File: config.mk
export PLATFORM = sky130hd
export DESIGN_NAME = trr_role_resolution
export DESIGN_NICKNAME = d
export VERILOG_FILES = /design/src/common/trr_pkg.sv /design/src/common/trr_res_if.sv /design/src/verilog/trr_lfsr.sv /design/src/verilog/trr_resolver.sv /design/src/verilog/trr_role_resolution.sv
export SDC_FILE = /design/constraint.sdc
export NUM_CORES = 1
export LEC_CHECK = 0
export BUFFER_PORTS_ARGS = -buffer_cell sky130_fd_sc_hd__clkbuf_2
export CAP_MARGIN = 30
export CORE_ASPECT_RATIO = 1.2
export CORE_MARGIN = 5
export CORE_UTILIZATION = 54
export CTS_CLUSTER_SIZE = 25
export DETAILED_ROUTE_END_ITERATION = 6
export PLACE_DENSITY = 0.86
export REMOVE_ABC_BUFFERS = 1
export SYNTH_ARGS = -nofsm -noshare
export SYNTH_HDL_FRONTEND = slang
export SYNTH_SLANG_ARGS = --single-unit
File: constraint.sdc
create_clock -name sys_clk -period 5 [get_ports sys_clk]
set_input_delay 1.25 -clock sys_clk [delete_from_list [all_inputs] [get_ports sys_clk]]
set_output_delay 1.25 -clock sys_clk [all_outputs]
set_load 0.03 [all_outputs]
File: src/common/trr_pkg.sv
// constants, field layout and encodings for the role resolution block
// assumes a single 100 MHz core clock
package trr_pkg;
  // clock and page-exchange timeout
  localparam int CLK_PERIOD_NS = 10;
  localparam int PAGE_TIMEOUT_NS = 10000;
  localparam int PAGE_TIMEOUT_CYC = (PAGE_TIMEOUT_NS + CLK_PERIOD_NS - 1) / CLK_PERIOD_NS;
  localparam int TMO_W = 10;
  localparam logic [TMO_W-1:0] TMO_LAST = TMO_W'(PAGE_TIMEOUT_CYC - 1);
  localparam logic [TMO_W-1:0] TMO_ONE = 10'h001;
  localparam logic [TMO_W-1:0] TMO_ZERO = 10'h000;

  // advertisement words
  localparam int ADV_W = 16;
  localparam int PREF_BIT = 4;
  localparam int FORCE_BIT = 6;
  localparam logic [ADV_W-1:0] ADV_HIGH_RST = 16'h0000;
  localparam logic [ADV_W-1:0] ADV_LOW_RST = 16'h0000;

  // random tie-break seed
  localparam int SEED_W = 4;
  localparam int LFSR_W = 8;
  localparam logic [LFSR_W-1:0] LFSR_INIT = 8'hA5;
  localparam logic [LFSR_W-1:0] LFSR_TAPS = 8'hB8;

  // role result encoding
  typedef logic [1:0] trr_role_t;
  localparam trr_role_t ROLE_SLAVE = 2'h0;
  localparam trr_role_t ROLE_MASTER = 2'h1;
  localparam trr_role_t ROLE_FAULT = 2'h2;

  typedef enum logic [1:0] {ST_START, ST_EXCHANGE, ST_RESOLVE, ST_DONE} trr_state_e;

  function automatic trr_role_t trr_role_of(input logic master);
    trr_role_of = master ? ROLE_MASTER : ROLE_SLAVE;
  endfunction
endpackage

File: src/common/trr_res_if.sv
// bundle between the negotiation engine and the role resolver
// purely combinational path, one clock domain
`timescale 1ns/1ns
`default_nettype none
interface trr_res_if;
  import trr_pkg::*;
  logic loc_force;
  logic loc_pref;
  logic par_force;
  logic par_pref;
  logic [SEED_W-1:0] loc_seed;
  logic [SEED_W-1:0] par_seed;
  trr_role_t role;
  logic fault;
  logic tie;
  modport user (output loc_force, loc_pref, par_force, par_pref, loc_seed, par_seed,
    input role, fault, tie);
  modport resolver (input loc_force, loc_pref, par_force, par_pref, loc_seed, par_seed,
    output role, fault, tie);
endinterface
`default_nettype wire

File: src/verilog/trr_lfsr.sv
// free-running pseudo-random source for the tie-break seed
// assumes sys_clk and async active-low resetn
`timescale 1ns/1ns
`default_nettype none
module trr_lfsr (
  // clock and reset
  input wire logic sys_clk,
  input wire logic resetn,
  // random value
  output logic [trr_pkg::LFSR_W-1:0] rnd_value
);
  import trr_pkg::*;
  logic [LFSR_W-1:0] lfsr_reg;
  logic [LFSR_W-1:0] lfsr_next;

  always_comb
  begin
    lfsr_next = {1'b0, lfsr_reg[LFSR_W-1:1]};
    if (lfsr_reg[0])
    begin
      lfsr_next = lfsr_next ^ LFSR_TAPS;
    end
  end

  always_ff @(posedge sys_clk or negedge resetn)
  begin
    if (!resetn)
    begin
      lfsr_reg <= LFSR_INIT;
    end
    else
    begin
      lfsr_reg <= lfsr_next;
    end
  end

  assign rnd_value = lfsr_reg;
endmodule
`default_nettype wire

File: src/verilog/trr_resolver.sv
// master/slave resolution from local and partner advertisements
// combinational; inputs held stable by the engine
`timescale 1ns/1ns
`default_nettype none
module trr_resolver (
  // resolver side of the bundle
  trr_res_if.resolver rs
);
  import trr_pkg::*;

  always_comb
  begin
    rs.fault = 1'b0;
    rs.tie = 1'b0;
    rs.role = ROLE_SLAVE;
    if (rs.loc_force && rs.par_force)
    begin
      if (rs.loc_pref == rs.par_pref)
      begin
        rs.fault = 1'b1;
        rs.role = ROLE_FAULT;
      end
      else
      begin
        rs.role = trr_role_of(rs.loc_pref);
      end
    end
    else if (rs.loc_force)
    begin
      rs.role = trr_role_of(rs.loc_pref);
    end
    else if (rs.par_force)
    begin
      rs.role = trr_role_of(!rs.par_pref);
    end
    else if (rs.loc_pref != rs.par_pref)
    begin
      rs.role = trr_role_of(rs.loc_pref);
    end
    else
    begin
      // mirrored compare at the partner yields the opposite role
      rs.tie = (rs.loc_seed == rs.par_seed);
      rs.role = trr_role_of(rs.loc_seed > rs.par_seed);
    end
  end
endmodule
`default_nettype wire

File: src/verilog/trr_role_resolution.sv
// role negotiation engine for one single-pair port
// assumes page exchange signals are synchronous to sys_clk
`timescale 1ns/1ns
`default_nettype none
module trr_role_resolution #(
  parameter logic PORT_PREFERS_MASTER = 1'b1
) (
  // clock and resets
  input wire logic sys_clk,
  input wire logic resetn,
  input wire logic sw_reset,
  // advertisement register access
  input wire logic adv_high_wr_en,
  input wire logic [trr_pkg::ADV_W-1:0] adv_high_wdata,
  input wire logic adv_low_wr_en,
  input wire logic [trr_pkg::ADV_W-1:0] adv_low_wdata,
  output logic [trr_pkg::ADV_W-1:0] an_advert_ability_high,
  output logic [trr_pkg::ADV_W-1:0] an_advert_ability_low,
  // control
  input wire logic an_restart,
  // page exchange with the link partner
  output logic page_tx_valid,
  output logic page_tx_force,
  output logic page_tx_pref,
  output logic [trr_pkg::SEED_W-1:0] page_tx_seed,
  input wire logic page_rx_valid,
  input wire logic page_rx_force,
  input wire logic page_rx_pref,
  input wire logic [trr_pkg::SEED_W-1:0] page_rx_seed,
  input wire logic link_quality_ok,
  // status
  output logic negotiation_complete,
  output trr_pkg::trr_role_t role_result,
  output logic partner_role_force,
  output logic partner_role_pref,
  output logic link_status
);
  import trr_pkg::*;

  localparam logic [ADV_W-1:0] PREF_MASK = ADV_W'(1) << PREF_BIT;
  localparam logic [ADV_W-1:0] HIGH_DEFAULT =
    PORT_PREFERS_MASTER ? (ADV_HIGH_RST | PREF_MASK) : (ADV_HIGH_RST & ~PREF_MASK);

  trr_res_if rs ();
  logic [LFSR_W-1:0] rnd_value;

  trr_lfsr u_lfsr (
    .sys_clk(sys_clk),
    .resetn(resetn),
    .rnd_value(rnd_value)
  );

  trr_resolver u_resolver (
    .rs(rs)
  );

  // advertisement registers
  logic [ADV_W-1:0] adv_high_reg;
  logic [ADV_W-1:0] adv_high_next;
  logic [ADV_W-1:0] adv_low_reg;
  logic [ADV_W-1:0] adv_low_next;

  always_comb
  begin
    adv_high_next = adv_high_reg;
    adv_low_next = adv_low_reg;
    if (sw_reset)
    begin
      adv_high_next = HIGH_DEFAULT;
      adv_low_next = ADV_LOW_RST;
    end
    else
    begin
      if (adv_high_wr_en)
      begin
        adv_high_next = adv_high_wdata;
      end
      if (adv_low_wr_en)
      begin
        adv_low_next = adv_low_wdata;
      end
    end
  end

  always_ff @(posedge sys_clk or negedge resetn)
  begin
    if (!resetn)
    begin
      adv_high_reg <= HIGH_DEFAULT;
      adv_low_reg <= ADV_LOW_RST;
    end
    else
    begin
      adv_high_reg <= adv_high_next;
      adv_low_reg <= adv_low_next;
    end
  end

  assign an_advert_ability_high = adv_high_reg;
  assign an_advert_ability_low = adv_low_reg;

  // negotiation engine state
  trr_state_e state_reg;
  trr_state_e state_next;
  logic [TMO_W-1:0] tmo_reg;
  logic [TMO_W-1:0] tmo_next;
  logic [SEED_W-1:0] seed_reg;
  logic [SEED_W-1:0] seed_next;
  logic par_force_reg;
  logic par_force_next;
  logic par_pref_reg;
  logic par_pref_next;
  logic [SEED_W-1:0] par_seed_reg;
  logic [SEED_W-1:0] par_seed_next;
  trr_role_t role_reg;
  trr_role_t role_next;
  logic complete_reg;
  logic complete_next;
  logic link_reg;
  logic link_next;
  logic tx_valid_reg;
  logic tx_valid_next;

  assign rs.loc_force = adv_low_reg[FORCE_BIT];
  assign rs.loc_pref = adv_high_reg[PREF_BIT];
  assign rs.par_force = par_force_reg;
  assign rs.par_pref = par_pref_reg;
  assign rs.loc_seed = seed_reg;
  assign rs.par_seed = par_seed_reg;

  always_comb
  begin
    state_next = state_reg;
    tmo_next = TMO_ZERO;
    seed_next = seed_reg;
    par_force_next = par_force_reg;
    par_pref_next = par_pref_reg;
    par_seed_next = par_seed_reg;
    role_next = role_reg;
    complete_next = complete_reg;
    unique case (state_reg)
      ST_START:
      begin
        seed_next = rnd_value[SEED_W-1:0];
        state_next = ST_EXCHANGE;
      end
      ST_EXCHANGE:
      begin
        tmo_next = tmo_reg + TMO_ONE;
        if (page_rx_valid)
        begin
          par_force_next = page_rx_force;
          par_pref_next = page_rx_pref;
          par_seed_next = page_rx_seed;
          state_next = ST_RESOLVE;
        end
        else if (tmo_reg == TMO_LAST)
        begin
          state_next = ST_START;
        end
      end
      ST_RESOLVE:
      begin
        role_next = rs.role;
        if (rs.fault || rs.tie || !link_quality_ok)
        begin
          state_next = ST_START;
        end
        else
        begin
          complete_next = 1'b1;
          state_next = ST_DONE;
        end
      end
      ST_DONE:
      begin
        if (!link_quality_ok)
        begin
          state_next = ST_START;
        end
      end
    endcase
    if (an_restart && state_reg != ST_START)
    begin
      state_next = ST_START;
    end
    if (state_next == ST_START)
    begin
      complete_next = 1'b0;
    end
    if (sw_reset)
    begin
      state_next = ST_START;
      tmo_next = TMO_ZERO;
      par_force_next = 1'b0;
      par_pref_next = 1'b0;
      par_seed_next = '0;
      role_next = ROLE_SLAVE;
      complete_next = 1'b0;
    end
    link_next = complete_next && link_quality_ok;
    tx_valid_next = (state_next == ST_EXCHANGE);
  end

  always_ff @(posedge sys_clk or negedge resetn)
  begin
    if (!resetn)
    begin
      state_reg <= ST_START;
      tmo_reg <= TMO_ZERO;
      seed_reg <= '0;
      par_force_reg <= 1'b0;
      par_pref_reg <= 1'b0;
      par_seed_reg <= '0;
      role_reg <= ROLE_SLAVE;
      complete_reg <= 1'b0;
      link_reg <= 1'b0;
      tx_valid_reg <= 1'b0;
    end
    else
    begin
      state_reg <= state_next;
      tmo_reg <= tmo_next;
      seed_reg <= seed_next;
      par_force_reg <= par_force_next;
      par_pref_reg <= par_pref_next;
      par_seed_reg <= par_seed_next;
      role_reg <= role_next;
      complete_reg <= complete_next;
      link_reg <= link_next;
      tx_valid_reg <= tx_valid_next;
    end
  end

  // page force and preference bits follow the advertisement registers; the page seed is seed_reg
  logic tx_force_reg;
  logic tx_pref_reg;
  always_ff @(posedge sys_clk or negedge resetn)
  begin
    if (!resetn)
    begin
      tx_force_reg <= 1'b0;
      tx_pref_reg <= 1'b0;
    end
    else
    begin
      tx_force_reg <= adv_low_next[FORCE_BIT];
      tx_pref_reg <= adv_high_next[PREF_BIT];
    end
  end

  assign page_tx_valid = tx_valid_reg;
  assign page_tx_force = tx_force_reg;
  assign page_tx_pref = tx_pref_reg;
  assign page_tx_seed = seed_reg;
  assign negotiation_complete = complete_reg;
  assign role_result = role_reg;
  assign partner_role_force = par_force_reg;
  assign partner_role_pref = par_pref_reg;
  assign link_status = link_reg;
endmodule
`default_nettype wire

; Word level (Yosys, flattened, before mapping)
; Index checks and enable logic that the tools add are counted.
[classes]
eq_ne = 8
mux = 43
n_reduce_logical = 15
addsub = 1
n_bitwise = 1
magnitude_cmp = 1
[op_table]
columns = cell, count
row1 = two-way mux 16 bit, 4
row2 = two-way mux 2 bit, 13
row3 = two-way mux 10 bit, 2
row4 = two-way mux 1 bit, 19
row5 = two-way mux 4 bit, 3
row6 = nonzero test 2 bit, 6
row7 = "adder 10 x 1 -> 10 bit, second input constant", 1
row8 = "== test 10 bit, second input constant", 1
row9 = two-way mux 8 bit, 1
row10 = one-hot mux 2 bit (4 select lines), 1
row11 = "== test 2 x 1 -> 1 bit, second input constant", 2
row12 = "== test 2 bit, second input constant", 2
row13 = == test 4 bit, 1
row14 = greater-than comparator 4 bit, 1
row15 = logical NOT 2 bit, 2
row16 = inverter 3 -> 4 bit, 1
row17 = logical AND 1 bit, 3
row18 = logical OR 1 bit, 2
row19 = AND reduction 2 bit, 1
row20 = == test 1 bit, 1
row21 = logical NOT 1 bit, 1
row22 = inequality test 1 bit, 1
[word_totals]
elab_cells = 85
ff_bits = 68

; Depth between registers and ports, before layout
; Gate-level depths: netlist (run 1).
[logic_depth]
word_depth = 14
depth_mapped = 6
depth_no_buf = 6

; Hierarchy
; A second synthesis (run 1) with hierarchy kept.
[unflattened]
hier_cells = 262
area_unflattened_um2 = 3014.1
[by_module_without_submodules]
columns = mod, n_inst, cells_per_inst, area_per_inst_um2
row1 = trr_role_resolution, 1, 219, 2566.2
row2 = trr_lfsr, 1, 16, 269.0
row3 = trr_resolver, 1, 27, 178.9

; Worst setup path after synthesis (run 1)
; No wires, ideal clock.
[synth_path]
kind = input port to flip-flop
startpoint = in page_rx_valid
endpoint = reg par_force_reg (netlist: partner_role_force)
path_buffers = 1
path_stages = 5
slack_ns = 2.910
required_ns = 4.864
arrival_ns = 1.954
path_cell_list = nor2b_1 clkbuf_1 nand2_1 nand2_1 a21oi_1
[synth_between]
elab_chain_cells = 2
[synth_lines]
columns = item, line
row1 = start: declaration, trr_role_resolution.sv:26  ; input wire logic page_rx_valid,
row2 = nonzero test 2 bit (no line), -
row3 = AND reduction 2 bit (no line), -
row4 = end signal: assignment, trr_role_resolution.sv:225  ; par_force_reg <= par_force_next;
row5 = end: declaration, trr_role_resolution.sv:109  ; logic par_force_reg;
; Every way passes these cells.
; A chain may end at the register's enable or synchronous reset.

; Worst setup path in the final report (run 1)
[layout_path]
startpoint = reg adv_high_reg[4] (netlist: an_advert_ability_high[4])
endpoint = out an_advert_ability_high[4] (netlist name)
[layout_lines]
columns = item, line
row1 = start: declaration, trr_role_resolution.sv:58  ; logic [ADV_W-1:0] adv_high_reg;
row2 = start signal: assignment, trr_role_resolution.sv:94  ; adv_high_reg <= adv_high_next;
row3 = end: declaration, trr_role_resolution.sv:17  ; output logic [trr_pkg::ADV_W-1:0] an_advert_ability_high,
; No word-level cell between the ends.

==> results of run 1 <==
==> synth_stat cells (all sizes together), types with 2 or more instances <==
cell type,number,area share
nand4,3,0.012
nand2b,2,0.0043
nor2b,4,0.0086
dfrtp,63,0.54
buf,6,0.012
xor2,5,0.015
nand3,13,0.022
or3,2,0.0043
nor3,4,0.0069
nand2,13,0.017
a21oi,11,0.019
xnor2,5,0.015
inv,8,0.010
ha,6,0.026
clkbuf,7,0.0090
mux2,3,0.012
o21ai,6,0.010
and3,2,0.0043
nor2,46,0.059
dfstp,5,0.045
mux2i,32,0.11
==> path summary, 6_finish.rpt <==
kind	to	slack, ps	cells past startpoint
max in group asynchronous	an_advert_ability_high[7]	3360	2
worst min register to register	u_lfsr.rnd_value[0]	370	0
min in group asynchronous	par_seed_reg[1]	1090	2
worst max-delay path	an_advert_ability_high[4]	2630	1
worst min-delay path	u_lfsr.rnd_value[0]	370	0
worst max register to register	negotiation_complete	2980	6
==> kinds of logic (layout without fill, tap and decap cells) <==
group | Yosys count | count (layout) | share of synthesized area
flip-flops | 68 | 68 | 0.587
AO/OA/AOI/OAI | 24 | 24 | 0.0538
adder cells (fa/ha/maj) | 6 | 6 | 0.0258
XOR/XNOR | 10 | 10 | 0.0301
multiplexers | 35 | 35 | 0.122
AND/OR/NAND/NOR | 93 | 93 | 0.150
buffers and inverters | 21 | 115 | 0.0314
==> metal layers <==
metal  share of wire  wire length [um]  vias up
li1                -                 -     1045
met5               0                 0        -
met2            0.50              2900       74
met1            0.41              2410     1034
met3           0.074               430        7
met4           0.017               101        0
==> power groups by stage <==
stage / combinational, mW / sequential [mW] / clock (mW)
2_1_floorplan: 0.0491 / 0.632 / 0
3_3_place_gp: 0.150 / 0.597 / 0
3_5_place_dp: 0.154 / 0.599 / 0
4_1_cts: 0.155 / 0.589 / 0.417
5_1_grt: 0.167 / 0.592 / 0.441
6_report: 0.152 / 0.589 / 0.402
==> cell type report <==
class	count	area share
repair buffers	91	0.128
well taps	62	0.0218
clock inverters	2	0.00281
clock buffers	14	0.0484
flip-flops and latches	68	0.479
inverters	8	0.00842
multi-input cells	168	0.311
==> summary.txt, run 1 <==
Run status
  • Outcome: completed

Yosys
  • Average cell area after synthesis: 11.3 um2
  • Async SR Flop Fraction: 1.00
  • Top FF cell, synth: dfrtp_1
  • Number of synthesized flops with an enable pin: 0
  • Post-Syn Area: between 0.002 and 0.003 mm2
  • Sequential element share of the synthesized area: 0.587
  • Synthesis-stage register bit count: 68
  • Ys Warns: 0
  • Synth unique cells: 35
  • Post-Synthesis Cells: between 200 and 300

Power and ir drop
  • Sw power: 297 uW
  • Sw Ratio: 0.260
  • Clock share of power: 0.352
  • Flop pwr share: 0.515
  • Max VDD drop: ~180 uV
  • Cell internal pwr: roughly 850 uW
  • Total power draw: 1.14 mW
  • Gate power share: 0.133
  • Pleak: 1.87 nW
  • Power density over the cells: approximately 320 mW/mm2

Route
  • Post-DR vias/cell: 5.23
  • Number of routed nets with antenna violations: 0
  • TritonRoute pass-1 iters: 4
  • Routed len/inst: between 10 and 15 um
  • DR iter-0 viols: around 120
  • DR DRC count: 0
  • Routed WL: ~5800 um
  • Vias: roughly 2200

STA
  • Slew @ Worst Pin: between 800 and 900 ps
  • Endpoints failing setup: 0
  • Slew headroom: 0.423
  • Hold WS: about 370 ps
  • RSZ-0062 raised after global routing: no
  • Crit path time final: 2370 ps
  • Maximum clock rate: 421 MHz
  • Post-Route Setup TNS: 0 ps
  • Fin Clk Skew: 8.19 ps
  • Setup WS post-layout: 2630 ps
  • Final Slew Violations: 0
  • Ratio of final minimum period to clock period: 0.475
  • Hold Fails Final Rpt: 0

Clock tree
  • Clk_lat worst skew: about 330 ps
  • Cts hold-fix bufs: 0
  • CTS tree: built
  • Max Buffers Root-to-Sink: 2
  • Buffer count from post-CTS setup fixing: 0
  • TritonCTS buffer count: 9
  • CTS Sinks: a little under 70
  • H-tree lvl count: 3
  • Post-CTS sizing: 0
  • CTS root buf: clkbuf_8
  • CTS clk-pin slew, worst paths: around 60 ps

Global routing
  • Largest net degree at the start of global routing: 69
  • Number of global-route vias before repair: around 2200
  • GRT Total Usage: 0.180
  • Met1 Resource Use GR: 0.219
  • GRT Max-Usage Layer: met2
  • M3 GR Usage: 0.0499
  • Global-route wire length before repair: 10200 um
  • Initial antenna violation count: 0
  • GR Overflow Total: 0
  • Routing usage on met2: 0.295

Setup path
  • CP Class: reg2out
  • Critical path, cell by cell: clkbuf_2
  • Crit end category: output pin
  • Reg2reg start: partner_role_pref
  • CP arrival: between 1000 and 1500 ps
  • Worst EP required: about 3800 ps
  • Crit path max-delay family: flip-flops
  • Max incr delay on CP: 580 ps
  • CP startpoint kind: flip-flop
  • Critical path fanouts, max: 5
  • Max stage delay cell, worst path: dfstp_2
  • Worst Path Buf+Inv: 1
  • Critical path launch point: an_advert_ability_high[4]

Layout
  • FF/Latch Area: 0.00171 mm2
  • Share of layout cells above drive strength 1: 0.330
  • Most frequent cells in the layout: 89 x clkbuf_2, 63 x dfrtp_1, 46 x nor2_1, 32 x mux2i_1
  • NumNets Final: between 300 and 400
  • Area of the multi-input gates: approximately 0.0011 mm2
  • Most common cell after layout, fill and taps aside: clkbuf_2
  • Design area: approximately 0.0036 mm2
  • Fin util: 0.678
  • Area growth, synth to finish: 22.6%
  • # fillers: 423
  • N_diodes: 0
  • Final non-filler cell total: 413

Place
  • Dpl cells: just under 400
  • Post-Place Worst Slack: between 2000 and 2500 ps
  • Post-DP HPWL: 4300 um
  • Buffers on Ports: 90
  • Placed inst area: ~0.0034 mm2
  • RePlAce Congestion: between 0.7 and 0.8

Run
  • Max-cap check violation count: 0

Floorplanning
  • Total core area: around 0.0053 mm2
  • Die area: 0.00696 mm2
  • Initial Util: 0.553
  • Die width: slightly below 80 um
  • Die height: between 90 and 100 um
  • Rows: 29
  • # IOs: around 90

Hold path
  • HP Class: reg2reg
  • Worst hold path startpoint: u_lfsr.rnd_value[1]
(Power assumes the default switching activity.)
==> run 2, diff against run 1 <==
--- a/config.mk
+++ b/config.mk
@@ -5,14 +5,15 @@
 export SDC_FILE = /design/constraint.sdc
 export NUM_CORES = 1
 export LEC_CHECK = 0
+export ABC_AREA = 1
 export BUFFER_PORTS_ARGS = -buffer_cell sky130_fd_sc_hd__clkbuf_2
 export CAP_MARGIN = 30
 export CORE_ASPECT_RATIO = 1.2
 export CORE_MARGIN = 5
-export CORE_UTILIZATION = 54
+export CORE_UTILIZATION = 51
 export CTS_CLUSTER_SIZE = 25
 export DETAILED_ROUTE_END_ITERATION = 6
-export PLACE_DENSITY = 0.86
+export PLACE_DENSITY = 0.82
 export REMOVE_ABC_BUFFERS = 1
 export SYNTH_ARGS = -nofsm -noshare
 export SYNTH_HDL_FRONTEND = slang
==> constraint.sdc (replaced) <==
create_clock -name sys_clk -period 2.28 [get_ports sys_clk]
set_input_delay 0.57 -clock sys_clk [delete_from_list [all_inputs] [get_ports sys_clk]]
set_output_delay 0.57 -clock sys_clk [all_outputs]
set_load 0.03 [all_outputs]
==> summary.txt, run 2 <==
Route
  • Post-DR vias/cell: 5.11 (-2.3%)
  • DR iter-0 viols: 186 (+59%)
  • Routed WL: 6840 um (+17%)
  • TritonRoute pass-1 iters: 4 (unchanged)
  • Number of routed nets with antenna violations: 0 (unchanged)
  • Vias: 2459 (+14%)
  • DR DRC count: 0 (unchanged)
  • Routed len/inst: 14.2 um (+0.56%)

Place
  • Dpl cells: 465 (+17%)
  • Placed inst area: 0.00345 mm2 (+2.1%)
  • RePlAce Congestion: 0.779 (+0.84%)
  • Post-DP HPWL: 5020 um (+17%)
  • Post-Place Worst Slack: 473 ps (-1840 ps)
  • Buffers on Ports: 90 (unchanged)

Floorplanning
  • Die area: 0.00740 mm2 (+6.3%)
  • Initial Util: 0.523 (-0.0298)
  • Rows: 30 (+3.4%)
  • Total core area: 0.00563 mm2 (+7.0%)
  • Die width: 79.4 um (+3.1%)
  • # IOs: 91 (unchanged)
  • Die height: 93.3 um (+3.2%)

Yosys
  • Post-synth top area cell: dfrtp_1
  • Average cell area after synthesis: 9.15 um2 (-19%)
  • Post-synth top area share: 0.535 (-0.00668)
  • Top FF cell, synth: dfrtp_1
  • Post-Synthesis Cells: 322 (+25%)
  • Top-count cell post-synth: nand2_1
  • Commonest cells post-synth: 69 x nand2_1, 63 x dfrtp_1, 42 x nand3_1, 35 x inv_1, 20 x nor2_1
  • Ys Warns: 0 (unchanged)
  • Number of synthesized flops with an enable pin: 0 (unchanged)
  • Async SR Flop Fraction: 1.00 (unchanged)
  • Synth unique cells: 25 (-29%)
  • Synth area leaders: dfrtp_1 54%, nand2_1 8.8%, nand3_1 7.1%
  • Synthesis-stage register bit count: 68 (unchanged)
  • Post-Syn Area: 0.00295 mm2 (+1.2%)
  • Sequential element share of the synthesized area: 0.580 (-0.00723)

Run status
  • Outcome: completed

Layout
  • Most common cell after layout, fill and taps aside: clkbuf_2
  • Fin util: 0.649 (-0.0284)
  • Design area: 0.00366 mm2 (+2.5%)
  • Area growth, synth to finish: 24.1%
  • Final non-filler cell total: 481 (+16%)
  • NumNets Final: 464 (+17%)
  • Most frequent cells in the layout: 89 x clkbuf_2, 69 x nand2_1, 63 x dfrtp_1, 42 x nand3_1, 35 x inv_1
  • N_diodes: 0 (unchanged)
  • Share of layout cells above drive strength 1: 0.319 (-0.0115)

Clock tree
  • H-tree lvl count: 3 (unchanged)
  • Clk_lat worst skew: 340 ps (about the same)
  • CTS clk-pin slew, worst paths: 70 ps (about the same)
  • TritonCTS buffer count: 9 (unchanged)
  • Max Buffers Root-to-Sink: 2 (unchanged)
  • Buffer count from post-CTS setup fixing: 0 (unchanged)
  • Post-CTS sizing: 0 (unchanged)
  • CTS Sinks: 68 (unchanged)
  • CTS tree: built
  • Cts hold-fix bufs: 0 (unchanged)
  • CTS root buf: clkbuf_8

Setup path
  • R2r endpoint: negotiation_complete
  • Critical path fanouts, max: 5 (unchanged)
  • Max incr delay on CP: 580 ps (about the same)
  • CP arrival: 1140 ps (+20 ps)
  • Reg2reg start: page_tx_seed[3]
  • Crit end category: output pin
  • R2R Setup Slk: 630 ps (-2350 ps)
  • Crit path max-delay family: flip-flops
  • Worst Reg-to-Reg Cells: 10 (+4)
  • Critical path, cell by cell: clkbuf_2
  • CP Class: reg2out
  • Worst Path Buf+Inv: 1 (unchanged)
  • Worst EP required: 1710 ps (-2040 ps)
  • CP startpoint kind: flip-flop
  • Max stage delay cell, worst path: dfstp_2

STA
  • Hold WS: 241 ps (-131 ps)
  • Post-Route Setup TNS: 0 ps (unchanged)
  • Hold Fails Final Rpt: 0 (unchanged)
  • Maximum clock rate: 584 MHz
  • Slew @ Worst Pin: 871 ps (+5.29 ps)
  • RSZ-0062 raised after global routing: no
  • Ratio of final minimum period to clock period: 0.751
  • Slew headroom: 0.417 (-0.00567)
  • Crit path time final: 1710 ps
  • Endpoints failing setup: 0 (unchanged)
  • Setup WS post-layout: 568 ps (-2060 ps)
  • Final Slew Violations: 0 (unchanged)
  • Fin Clk Skew: 6.94 ps (-1.25 ps)

Global routing
  • Initial antenna violation count: 0 (unchanged)
  • Number of global-route vias before repair: 2487 (+11%)
  • Global-route wire length before repair: 11100 um (+8.6%)
  • GR Overflow Total: 0 (unchanged)
  • GRT Total Usage: 0.194 (+0.0142)
  • Largest net degree at the start of global routing: 69 (unchanged)

Power and ir drop
  • Pleak: 1.99 nW (+5.9%)
  • Total power draw: 2.63 mW (+130%)
  • Power density over the cells: 718 mW/mm2 (+120%)
  • Max VDD drop: 410 uV (+130%)

Run
  • Max-cap check violation count: 0 (unchanged)

Hold path
  • HP Class: in2async
[run 2: how the worst max path moves through the flow]
| stage | startpoint | endpoint | slack (ps) | depth (start not counted) |
|---|---|---|---|---|
| floorplan | partner_role_pref | negotiation_complete | 600 | 11 |
| finish | an_advert_ability_high[4] | an_advert_ability_high[4] | 570 | 1 |
| global route | page_tx_seed[3] | negotiation_complete | 520 | 10 |
| global placement | adv_high_wr_en | an_advert_ability_high[14] | 510 | 4 |
| detailed placement | adv_high_wr_en | an_advert_ability_high[11] | 470 | 4 |
| CTS | an_advert_ability_high[4] | an_advert_ability_high[4] | 560 | 1 |
[run 2: cell families (layout without fill, tap and decap cells)]
family / after synthesis / in the layout / synth area share
compound gates: 40 / 40 / 0.0735
fa+ha+maj: 6 / 6 / 0.0255
xor+xnor: 5 / 5 / 0.0149
buf+inv: 53 / 148 / 0.0718
mux: 1 / 1 / 0.00340
flops: 68 / 68 / 0.580
simple gates: 149 / 149 / 0.231
[run 2: cell type report]
cell class              instances  area (um2)
fillers                       443        1970
flip-flops and latches         68        1710
multi-input cells             201        1030
repair buffers                 92         490
inverters                      40         150
clock buffers                  10         138
well taps                      64        80.1
clock inverters                 6        63.8
[run 2: per-layer routing]
layer	wire length [um]	part of all wire	GRT usage	vias to the layer above
met3	415	0.061	0.0511	18
met4	194	0.028	0.105	0
met2	3430	0.50	0.308	80
met5	0	0	0	-
li1	-	-	-	1200
met1	2810	0.41	0.241	1161
[run 2: report_power, final]
part | internal, mW | total, mW | switching, mW
registers | 1.25 | 1.28 | 0.0321
logic | 0.109 | 0.348 | 0.240
clock network | 0.532 | 0.993 | 0.460
total | 1.89 | 2.63 | 0.732
==> run 3, diff against run 2 <==
--- a/config.mk
+++ b/config.mk
@@ -5,7 +5,7 @@
 export SDC_FILE = /design/constraint.sdc
 export NUM_CORES = 1
 export LEC_CHECK = 0
-export ABC_AREA = 1
+export ABC_AREA = 0
 export BUFFER_PORTS_ARGS = -buffer_cell sky130_fd_sc_hd__clkbuf_2
 export CAP_MARGIN = 30
 export CORE_ASPECT_RATIO = 1.2
==> constraint.sdc (replaced) <==
create_clock -name sys_clk -period 1.6 [get_ports sys_clk]
set_input_delay 0.4 -clock sys_clk [delete_from_list [all_inputs] [get_ports sys_clk]]
set_output_delay 0.4 -clock sys_clk [all_outputs]
set_load 0.03 [all_outputs]
==> summary.txt, run 3 (synthesis results as in run 1) <==
Clock tree
  • H-tree lvl count: 3 (unchanged)
  • CTS Sinks: 68 (unchanged)
  • Clk_lat worst skew: 330 ps (about the same)
  • CTS clk-pin slew, worst paths: 70 ps (about the same)
  • Max Buffers Root-to-Sink: 2 (unchanged)
  • TritonCTS buffer count: 9 (unchanged)
  • CTS tree: built
  • Cts hold-fix bufs: 0 (unchanged)
  • CTS root buf: clkbuf_8

Layout
  • Design area: 0.00379 mm2 (+3.6%)
  • FF/Latch Area: 0.00171 mm2 (unchanged)
  • N_diodes: 0 (unchanged)
  • Most common cell after layout, fill and taps aside: clkbuf_2
  • Fin util: 0.677 (+0.0276)
  • NumNets Final: 414 (-11%)
  • Share of layout cells above drive strength 1: 0.379 (+0.0598)
  • Area of the multi-input gates: 0.00114 mm2 (+11%)
  • Most frequent cells in the layout: 88 x clkbuf_2, 63 x dfrtp_1, 46 x nor2_1, 32 x mux2i_1
  • # fillers: 434 (-2.0%)
  • Area growth, synth to finish: 30.2%

Route
  • Post-DR vias/cell: 5.18 (+1.3%)
  • TritonRoute pass-1 iters: 4 (unchanged)
  • DR iter-0 viols: 89 (-52%)
  • Routed WL: 6460 um (-5.6%)
  • DR DRC count: 0 (unchanged)
  • Number of routed nets with antenna violations: 0 (unchanged)
  • Vias: 2232 (-9.2%)
  • Routed len/inst: 15.0 um (+5.4%)

Floorplanning
  • Die width: 78.9 um (-0.54%)
  • Die area: 0.00732 mm2 (-1.1%)
  • Die height: 92.7 um (-0.55%)
  • Total core area: 0.00559 mm2 (-0.67%)
  • # IOs: 91 (unchanged)
  • Initial Util: 0.520 (-0.00298)
  • Rows: 30 (unchanged)

STA
  • Maximum clock rate: 571 MHz
  • Crit path time final: ~1800 ps
  • Hold WS: 63.0 ps (-178 ps)
  • Slew @ Worst Pin: 492 ps (-379 ps)
  • RSZ-0062 raised after global routing: yes
  • Final Slew Violations: 0 (unchanged)
  • Setup WS post-layout: -152 ps (-720 ps)
  • Endpoints failing setup: 4 (+4)
  • Slew headroom: 0.672 (+0.255)
  • Ratio of final minimum period to clock period: 1.10
  • Hold Fails Final Rpt: 0 (unchanged)
  • Fin Clk Skew: 12.5 ps (+5.55 ps)

Setup path
  • Reg2reg start: an_advert_ability_high[4]
  • Levels on crit path: 5 (+4)
  • CP arrival: 1950 ps (+810 ps)
  • Critical path, cell by cell: ha_4 > or3b_1 > o2111a_2 > o31ai_4 > a21oi_1
  • Max incr delay on CP: 560 ps (-20 ps)
  • CP Class: reg2reg
  • Max stage delay cell, worst path: dfstp_2
  • R2r endpoint: negotiation_complete
  • R2R Setup Slk: -150 ps (-780 ps)
  • Worst Path Buf+Inv: 0 (-1)
  • Crit end category: flip-flop
  • Crit path max-delay family: compound AO/OA/AOI/OAI gates
  • Critical path fanouts, max: 3 (-2)
  • Worst EP required: 1800 ps (+90 ps)
  • Worst Reg-to-Reg Cells: 5 (-5)
  • CP startpoint kind: flip-flop

Power and ir drop
  • Max VDD drop: 577 uV (+41%)
  • Power density over the cells: 990 mW/mm2 (+38%)
  • Pleak: 1.98 nW (about the same)

Run
  • Max-cap check violation count: 0 (unchanged)

Run status
  • Outcome: complete, but fails checks
  • Failing checks: setup timing

Global routing
  • Global-route wire length before repair: 11100 um (+0.13%)
  • GRT Total Usage: 0.195 (+0.000940)
  • Largest net degree at the start of global routing: 69 (unchanged)
  • GR Overflow Total: 0 (unchanged)
  • Number of global-route vias before repair: 2385 (-4.1%)
  • Initial antenna violation count: 0 (unchanged)

Place
  • Buffers on Ports: 90 (unchanged)
  • Post-DP HPWL: 4770 um (-5.1%)
  • RePlAce Congestion: 0.814 (+4.5%)
  • Placed inst area: 0.00354 mm2 (+2.6%)

Hold path
  • HP Class: in2async
run 3: cell types whose count changed in the layout (fill, tap and decap cells not counted), moves of 15 or more:
| cell | before | now |
|---|---|---|
| nand3_1 | 42 | 13 |
| mux2i_1 | 1 | 32 |
| o21ai_0 | 18 | 3 |
| nand2_1 | 69 | 13 |
| nor2_1 | 20 | 46 |
| inv_1 | 35 | 8 |
run 3: timing repair:
action | in CTS | in global routing
setup endpoints to repair | 5 | 7
resized for setup | 8 | 2
buffers inserted | 1 | 0
pin swaps | 3 | 3
run 3: worst max path at each step:
stage                                   start              endpoint
floorplan                   partner_role_pref           link_status
global placement            partner_role_pref           link_status
detailed placement          partner_role_pref           link_status
CTS                 an_advert_ability_high[4]  negotiation_complete
global route        an_advert_ability_high[4]  negotiation_complete
finish              an_advert_ability_high[4]  negotiation_complete
run 3: stage by stage:
stage               power, mW  std cells  setup TNS, ps  setup slack [ps]
floorplan                2.13        244          -1440              -413
finish                   3.75        431           -497              -152
detailed placement       2.40        415           -673              -202
global route             3.93        431           -779              -218
CTS                      3.80        432           -511              -155
global placement         2.38        415           -503              -147
run 3: final cells by class:
type,count,share of cell area
flip-flops and latches,68,0.451
clock buffers,9,0.0327
well taps,64,0.0212
multi-input cells,168,0.301
clock inverters,7,0.0198
inverters,8,0.00793
repair buffers,107,0.166
run 3: report_power, final:
part	internal [mW]	switching, mW	total, mW
combinational	0.211	0.337	0.548
sequential	1.79	0.0406	1.83
clock	0.727	0.648	1.37
run 3: worst reg2reg max path, cell delays in order, from the launching register on:
cell and delay, ps:
dfstp_2 560, ha_4 130, or3b_1 340, o2111a_2 290, o31ai_4 210, a21oi_1 100
run 3: metal layers:
layer,track usage,up-vias,share of wire
li1,-,1075,-
met1,0.246,1049,0.43
met2,0.317,87,0.48
met3,0.0350,21,0.060
met4,0.107,0,0.033
met5,0,-,0
